<file path="src/logic/edb_defines.vh">
// Constants for the external data bus and grant port
//
// Contract
// RULE1 - Drive a 14-bit address on every external data access.
// RULE2 - Data transfers use only upper 16 of 24 data lines.
// RULE3 - Assert data-space select during each external data access.
// RULE4 - Assert write strobe only during write accesses.
// RULE5 - Assert read strobe only during read accesses.
// RULE6 - 2K words from 0x3000 are on-chip RAM, never external.
// RULE7 - 0x3800 to 0x3FFF are internal control registers.
// RULE8 - Remaining 12K words are three external zones with own wait states.
// RULE9 - All zones use 7 wait states after reset.
// RULE10 - Two extra wait fields exist but never affect timing.
// RULE11 - Idle bus request: next cycle float outputs, grant, halt.
// RULE12 - Go mode keeps executing until an external access is needed; the port also stalls internal data accesses in GRANT.
// RULE13 - Request during access: grant the cycle after it completes.
// RULE14 - Grant may fall between two accesses of one instruction.
// RULE15 - Request release: drop grant, drive outputs, resume where halted.
// RULE16 - Bus request honoured always, even during reset or boot.
// RULE17 - Assert grant-hang when an access is blocked by the grant.
// RULE18 - After bus return, do pending access, then drop grant-hang.
// RULE19 - Outside master releases request on seeing grant-hang.
// RULE20 - ROM-enable bit enables program ROM when 1.
// RULE21 - Writers put zeros in reserved bits.
// RULE22 - Control registers reached only by data reads and writes.
// RULE23 - Outside parts qualify strobes with the space select.
// RULE24 - Zone wait fields are 3 bits, 0 to 7 extra cycles.
`ifndef EDB_DEFINES_VH
`define EDB_DEFINES_VH
`define EDB_RAM_BASE 14'h3000
`define EDB_REG_BASE 14'h3800
`define EDB_WAIT_REG 14'h3ffe
`define EDB_WAIT_RESET 16'h7fff
`define EDB_WAIT_MASK 16'hffff
`define EDB_ROM_BIT 15
`define EDB_ZONE1_BASE 14'h1000
`define EDB_ZONE2_BASE 14'h2000
`define EDB_ZONE_COUNT 3
`define EDB_ZONE_FIELD_W 3
`define EDB_ZONE_LSB 12
`endif

</file>
<file path="src/logic/edb_grant_port.v">
// External data-memory port with zone wait states and bus hand-off
`include "edb_defines.vh"
`default_nettype none
module edb_grant_port #(
    parameter AW = 14,
    parameter DW = 24
) (
    // Clock, reset, enable
    input wire clock,
    input wire arst_n,
    input wire clkEn,
    // Core access request
    input wire coreReq,
    input wire coreWrite,
    input wire [AW-1:0] coreAddr,
    input wire [15:0] coreWdata,
    input wire goMode,
    output reg coreDone,
    output reg [15:0] coreRdata,
    output reg coreHalt,
    output reg romEnable,
    // External pins
    output reg [AW-1:0] addrOut,
    output reg addrOe,
    output reg [DW-1:0] dataOut,
    output reg dataOe,
    input wire [DW-1:0] dataIn,
    output reg data_space_select_n,
    output reg read_strobe_n,
    output reg write_strobe_n,
    output reg strobeOe,
    input wire ext_bus_req_n,
    output reg ext_bus_granted_n,
    output reg grant_hang_n
);
    // Overview
    // - Core requests arrive as a level held until coreDone pulses.
    // - Internal RAM and the control-register area end the access at once when no grant is due.
    // - External zones drive address, select and one strobe for wait+1 cycles.
    // - A master pulling the request pin low gets the bus between accesses.
    // - An external core access blocked by a grant pulls the hang pin low until done.
    //
    // Timing limits
    // - Request pin passes two flops, so a grant comes on the third edge.
    // - Read data also passes two flops; zones used for reads need wait >= 2.
    // - Only one access is outstanding; coreDone must fall before the next.
    //
    // Clock enable
    // - Every flop holds while clkEn is low, the grant flops included.
    //
    // Reset
    // - The sequencer clears and the control register loads 7fff at once.
    // - Grant and float flops have no reset, so a master keeps the bus.

    // Sequencer states
    localparam IDLE = 2'h0; // Waiting for core or master
    localparam EXT = 2'h1; // External access with select and one strobe low
    localparam GRANT = 2'h2; // Bus floated and handed to a master

    // Sequencer state and access timing
    reg [1:0] state;
    reg [2:0] waitCnt;

    // Wait-state and ROM control register
    reg [15:0] zone_wait_control;

    // Pin synchronisers
    reg reqSync1;
    reg reqSync2;
    reg [15:0] rdSync1;
    reg [15:0] rdSync2;

    // A hung access is owed once the bus comes back
    reg pendDone;

    // Address decode of the core request
    wire busReq = ~reqSync2;
    wire inRam = (coreAddr >= `EDB_RAM_BASE) && (coreAddr < `EDB_REG_BASE); // RULE6
    wire inRegs = (coreAddr >= `EDB_REG_BASE); // RULE7
    wire isExt = ~inRam & ~inRegs; // RULE8
    wire isWaitReg = (coreAddr == `EDB_WAIT_REG);

    // Wait count of the zone that the address falls in
    reg [2:0] zoneWait;
    wire [3*`EDB_ZONE_COUNT-1:0] zoneMasked;

    // Grant follows the request everywhere but inside an external access
    wire next_grant = busReq && (state != EXT); // RULE13 RULE14 RULE16

    // One slice per zone: match the top address bits, pass its field.
    // Fields 3 and 4 have no slice, so they never steer timing.
    genvar z;
    generate
        for (z = 0; z < `EDB_ZONE_COUNT; z = z + 1)
        begin : zoneSlice
            localparam [1:0] ZONE_ID = z;
            wire zoneHit = (coreAddr[`EDB_ZONE_LSB+1:`EDB_ZONE_LSB] == ZONE_ID); // RULE8
            assign zoneMasked[z*`EDB_ZONE_FIELD_W +: `EDB_ZONE_FIELD_W] =
                zoneHit ? zone_wait_control[z*`EDB_ZONE_FIELD_W +: `EDB_ZONE_FIELD_W] : 3'h0; // RULE24
        end
    endgenerate

    // Only one slice is ever non-zero, so an OR merges them
    always @*
    begin
        zoneWait = zoneMasked[2:0] | zoneMasked[5:3] | zoneMasked[8:6]; // RULE10
    end

    // Request pin passes two flops with no reset, so it is seen in reset
    always @(posedge clock)
    begin
        if (clkEn)
        begin
            reqSync1 <= ext_bus_req_n;
            reqSync2 <= reqSync1;
        end
    end

    // Upper data lines pass two flops before the read data register
    always @(posedge clock or negedge arst_n)
    begin
        if (!arst_n)
        begin
            rdSync1 <= 16'h0000;
            rdSync2 <= 16'h0000;
        end
        else if (clkEn)
        begin
            rdSync1 <= dataIn[DW-1:DW-16]; // RULE2
            rdSync2 <= rdSync1;
        end
    end

    // Grant and float flops carry no reset: the sequencer sits in IDLE
    // during reset, so next_grant then follows the request pin alone.
    // The cost is an unknown grant until the third clock edge after power-up.
    always @(posedge clock)
    begin
        if (clkEn)
        begin
            ext_bus_granted_n <= ~next_grant; // RULE11 RULE15 RULE16
            addrOe <= ~next_grant; // RULE11
            strobeOe <= ~next_grant; // RULE11 RULE15
        end
    end

    // Main sequencer
    // - IDLE hands the bus over before starting any new access.
    // - EXT holds address, select and strobe until the count runs out.
    // - GRANT stalls external requests and raises the hang flag.
    // An access owed from GRANT runs first after release, then hang drops.
    // Internal accesses finish in one cycle from IDLE, wait out GRANT, and never touch the pins.
    always @(posedge clock or negedge arst_n)
    begin
        if (!arst_n)
        begin
            state <= IDLE;
            waitCnt <= 3'h0;
            zone_wait_control <= `EDB_WAIT_RESET; // RULE9
            romEnable <= 1'b0;
            coreDone <= 1'b0;
            coreRdata <= 16'h0000;
            coreHalt <= 1'b0;
            addrOut <= {AW{1'b0}};
            dataOut <= {DW{1'b0}};
            dataOe <= 1'b0;
            data_space_select_n <= 1'b1;
            read_strobe_n <= 1'b1;
            write_strobe_n <= 1'b1;
            grant_hang_n <= 1'b1;
            pendDone <= 1'b0;
        end
        else if (clkEn)
        begin
            coreDone <= 1'b0;
            case (state)
                IDLE:
                begin
                    if (busReq)
                    begin
                        // Grant between accesses, not at instruction end
                        state <= GRANT; // RULE11 RULE14 RULE16
                        dataOe <= 1'b0;
                        coreHalt <= ~goMode; // RULE12
                    end
                    else if (coreReq && !coreDone && isExt)
                    begin
                        state <= EXT;
                        waitCnt <= zoneWait; // RULE24
                        addrOut <= coreAddr; // RULE1
                        data_space_select_n <= 1'b0; // RULE3
                        read_strobe_n <= coreWrite; // RULE5
                        write_strobe_n <= ~coreWrite; // RULE4
                        dataOut <= {coreWdata, 8'h00}; // RULE2
                        dataOe <= coreWrite;
                        coreHalt <= 1'b1;
                    end
                    else if (coreReq && !coreDone)
                    begin
                        // Internal RAM is outside this block; registers here
                        coreDone <= 1'b1; // RULE22
                        if (isWaitReg && coreWrite)
                        begin
                            zone_wait_control <= coreWdata & `EDB_WAIT_MASK;
                            romEnable <= coreWdata[`EDB_ROM_BIT]; // RULE20
                        end
                        coreRdata <= isWaitReg ?
                            {romEnable, zone_wait_control[14:0]} : 16'h0000;
                    end
                end
                EXT:
                begin
                    // Strobes hold for all wait cycles, up to eight in all
                    if (waitCnt != 3'h0)
                        waitCnt <= waitCnt - 3'h1;
                    else
                    begin
                        state <= IDLE; // RULE13
                        coreDone <= 1'b1;
                        coreHalt <= 1'b0;
                        coreRdata <= rdSync2;
                        data_space_select_n <= 1'b1;
                        read_strobe_n <= 1'b1;
                        write_strobe_n <= 1'b1;
                        dataOe <= 1'b0;
                        if (pendDone)
                        begin
                            grant_hang_n <= 1'b1; // RULE18
                            pendDone <= 1'b0;
                        end
                    end
                end
                GRANT:
                begin
                    if (!busReq)
                    begin
                        // Resume: outputs driven again, halted access retried
                        state <= IDLE; // RULE15
                        coreHalt <= 1'b0;
                        pendDone <= ~grant_hang_n;
                    end
                    else if (coreReq && isExt)
                    begin
                        grant_hang_n <= 1'b0; // RULE17
                        coreHalt <= 1'b1;
                    end
                end
                default:
                    state <= IDLE;
            endcase
        end
    end
endmodule // edb_grant_port
`default_nettype wire

</file>
<file path="config.mk">
export PLATFORM = sky130hd
export DESIGN_NAME = edb_grant_port
export DESIGN_NICKNAME = d
export VERILOG_FILES = /design/src/logic/edb_grant_port.v
export VERILOG_INCLUDE_DIRS = /design/src /design/src/logic
export SDC_FILE = /design/constraint.sdc
export NUM_CORES = 1
export LEC_CHECK = 0
export BUFFER_PORTS_ARGS = -buffer_cell sky130_fd_sc_hd__buf_4
export CORE_MARGIN = 3
export CORE_UTILIZATION = 45
export CTS_CLUSTER_DIAMETER = 60
export DETAILED_ROUTE_END_ITERATION = 16
export PLACE_DENSITY_LB_ADDON = 0.25
export SYNTH_ARGS = -nofsm -noshare
export SYNTH_HDL_FRONTEND = slang
export SYNTH_SLANG_ARGS = --single-unit
</file>
<file path="constraint.sdc">
create_clock -name clock -period 3.43 [get_ports clock]
set_input_delay 0.1715 -clock clock [delete_from_list [all_inputs] [get_ports clock]]
set_output_delay 0.1715 -clock clock [all_outputs]
set_load 0.02 [all_outputs]
</file>
==> results_dict.tcl <==
set metrics [dict create \
    cts.clk_slew.worst_paths_ns 0.11 \
    synth_top_area_share_pct 45.15 \
    cts_sinks 110 \
    cp_top_family "buffers and inverters" \
    cap_violations 0 \
    clkLatencyLatePin_ns 0.38 \
    crit_chain "inv_1, ha_1, buf_4, inv_1, o22ai_2, buf_4, and2_0, a31oi_1" \
    die-area_mm2 0.01212 \
    viasPerCell 5.284 \
    rows 37 \
    wirelength_um 10740 \
    area_growth_pct 24.68 \
    core_mm2 0.01042 \
    htree_num_levels 3 \
    power_frac_comb_pct 38.6 \
    setup_tns_ns 0 \
    gp_congestion 0.8692 \
    status "completed" \
    min_period_ns 2.417 \
    switching_share_pct 35.60 \
    fin_ws_ns 1.013 \
    tritoncts.num_buffers 9 \
    syn_avg_cell_area_um2 12.83 \
    clockBufferDepth 2 \
    cpPeakStageDelay_ns 0.66 \
    ys_ff_latch 110 \
    end_kind "flop" \
    yosysWarnings 0 \
    tritoncts "built" \
    drc 0 \
    switchingPower_mw 1.626 \
    dpl.hpwl_um 7763 \
    dr.pass1.iters 4 \
    cts_root_buffer "clkbuf_8" \
    fmax_mhz 413.8 \
    start_util_pct 46.82 \
    skew_ns 0.01372 \
    dpl_worst_slack_ns 1.019 \
    grt_pass1_wl_um 17100 \
    finalCritPeriodShare_pct 70.46 \
    yosysTopAreaCell "dfrtp_1" \
    vias 3345 \
    p_seq_share_pct 42.3 \
    io_buffers 109 \
    p_int_mw 2.942 \
    critPathRequiredTime_ns 3.67 \
    synth_area_leaders "dfrtp_1 (45%), mux2_2 (16%), dfstp_2 (10%)" \
    tightest_slew_ns 0.8310 \
    yosysMostFrequentCell "dfrtp_1" \
    hp-class "in -> reg" \
    die_h_um 110.1 \
    peakVddDrop_mv 0.4189 \
    p_clk_share_pct 19.1 \
    grt_max_degree 61 \
    p_per_area_mw_per_mm2 751.1 \
    slew_viol_final 0 \
    synth_edf_count 3 \
    hold_viol_final 0 \
    antenna_left 0 \
    ys.flop_type "dfrtp_1" \
    synth-seq-area-share_pct 57.23 \
    ioPinCount 126 \
    setup.worst_path.start_class "flop" \
    grt_pass1_vias 3330 \
    setup_viol 0 \
    die_w_um 110.1 \
    grt_antenna_before_repair 0 \
    nets 558 \
    path_max_fanout 18 \
    critPathArrivalTime_ns 2.66 \
    synth-async-reset-ratio_pct 97.27 \
    gr-total-overflow 0 \
    ys_types 58 \
    slew_headroom_pct 44.18 \
    leakagePower_nw 2.771 \
    rsz0062_at_grt "false" \
    synth_top_cells_by_count "dfrtp_1 (88), mux2_2 (69), nand2_1 (40)" \
    postSynthCellCount 380 \
    critPathKind "reg -> reg" \
    synth_area_mm2 0.004877 \
    wl_per_cell_um 16.97 \
    final_cells 633 \
    cp_slowest_cell "and2_0" \
    antenna_cells 0 \
    grt.total_usage_pct 18.60 \
    drt_iter0_markers 129 \
    layout-drive-gt1-share_pct 47.89 \
    critical_path_buf_inv_count 4 \
    post-place-cells 609 \
]
[layout by cell type (no fill, tap or decap), types with 3 or more instances in the layout]
cell type and count:
a21oi_1 22, a31oi_1 17, buf_4 114, clkbuf_8 9, conb_1 8, dfrtp_1 88, dfstp_2 19, dlygate4sd3_1 8
edfxtp_1 3, ha_1 5, inv_1 9, mux2_2 69, mux2_4 10, nand2_1 40, nor2_1 7, nor2b_1 4
o21ai_0 10
[logic make-up after synthesis]
kind of cell    count (synthesis)  share of synthesized area [%]
flops                         110                          57.23
mux                            81                          19.42
simple gates                   75                          8.697
compound gates                 70                          9.134
buf+inv                        38                          4.156
fa+ha+maj                       5                          1.283
other cells                     1                        0.07689
[per-layer routing]
layer,part of all wire (%),up-vias,GRT usage (%)
li1,-,1566,-
met1,42,1680,24.08
met2,51,87,30.98
met3,4.9,12,4.543
met4,1.3,0,5.717
met5,0,-,0
[cell type report]
| type | count | area, um2 |
|---|---|---|
| tap | 136 | 170.2 |
| clock buffer | 11 | 131.4 |
| clock inverter | 5 | 88.84 |
| timing repair buffer | 123 | 955.9 |
| inverter | 9 | 33.78 |
| multi-input combinational | 239 | 1909 |
| sequential | 110 | 2791 |
| fill | 869 | 4335 |
[power groups by stage]
stage | sequential [mW] | combinational [mW] | clock [mW]
after global routing | 1.98 | 1.92 | 0.954
after global placement | 1.94 | 1.73 | 0
final | 1.93 | 1.76 | 0.872
after CTS | 1.93 | 1.78 | 0.895
after floorplan | 2.29 | 0.666 | 0
after detailed placement | 1.95 | 1.78 | 0
[sequential cells by signal, summed over array words and instances, names as in the netlist, 2 cells and up]
name	cells
dataOut	16
waitCnt	3
rdSync2	16
rdSync1	16
addrOut	14
zone_wait_control	15
coreRdata	16
state	2
[path summary, 6_finish.rpt]
check                           cells past startpoint            startpoint  slack [ns]                                to
worst max-delay path                                8  state[1]$_DFFE_PN0P_        1.01         coreRdata[15]$_DFFE_PN0P_
worst min-delay path                                2            dataIn[10]        0.02            rdSync1[2]$_DFFE_PN0P_
max in group asynchronous                           3                arst_n        2.29  zone_wait_control[1]$_DFFE_PN1P_
min in group asynchronous                           2                arst_n        0.35              state[1]$_DFFE_PN0P_
worst min register to register                      0    reqSync1$_DFFE_PP_        0.46                reqSync2$_DFFE_PP_
worst max register to register                      8  state[1]$_DFFE_PN0P_        1.01         coreRdata[15]$_DFFE_PN0P_
[stage by stage]
stage          area, um2  hold slack (ns)  utilization [%]  power, mW
2_1_floorplan       4903          -0.1241                -      2.959
3_3_place_gp        5781           0.2264            55.50      3.679
3_5_place_dp        5781           0.2280            55.50      3.732
4_1_cts             6041         0.004115            57.99      4.611
5_1_grt             6081        0.0005020            58.38      4.862
6_report            6081          0.01718            58.38      4.568
[timing repair]
item	in CTS	in global routing
hold buffers	4	4
setup buffers	0	0
endpoints found under the hold margin	34	4
gates resized for setup	0	0
Power figures use the tool's default switching activity.
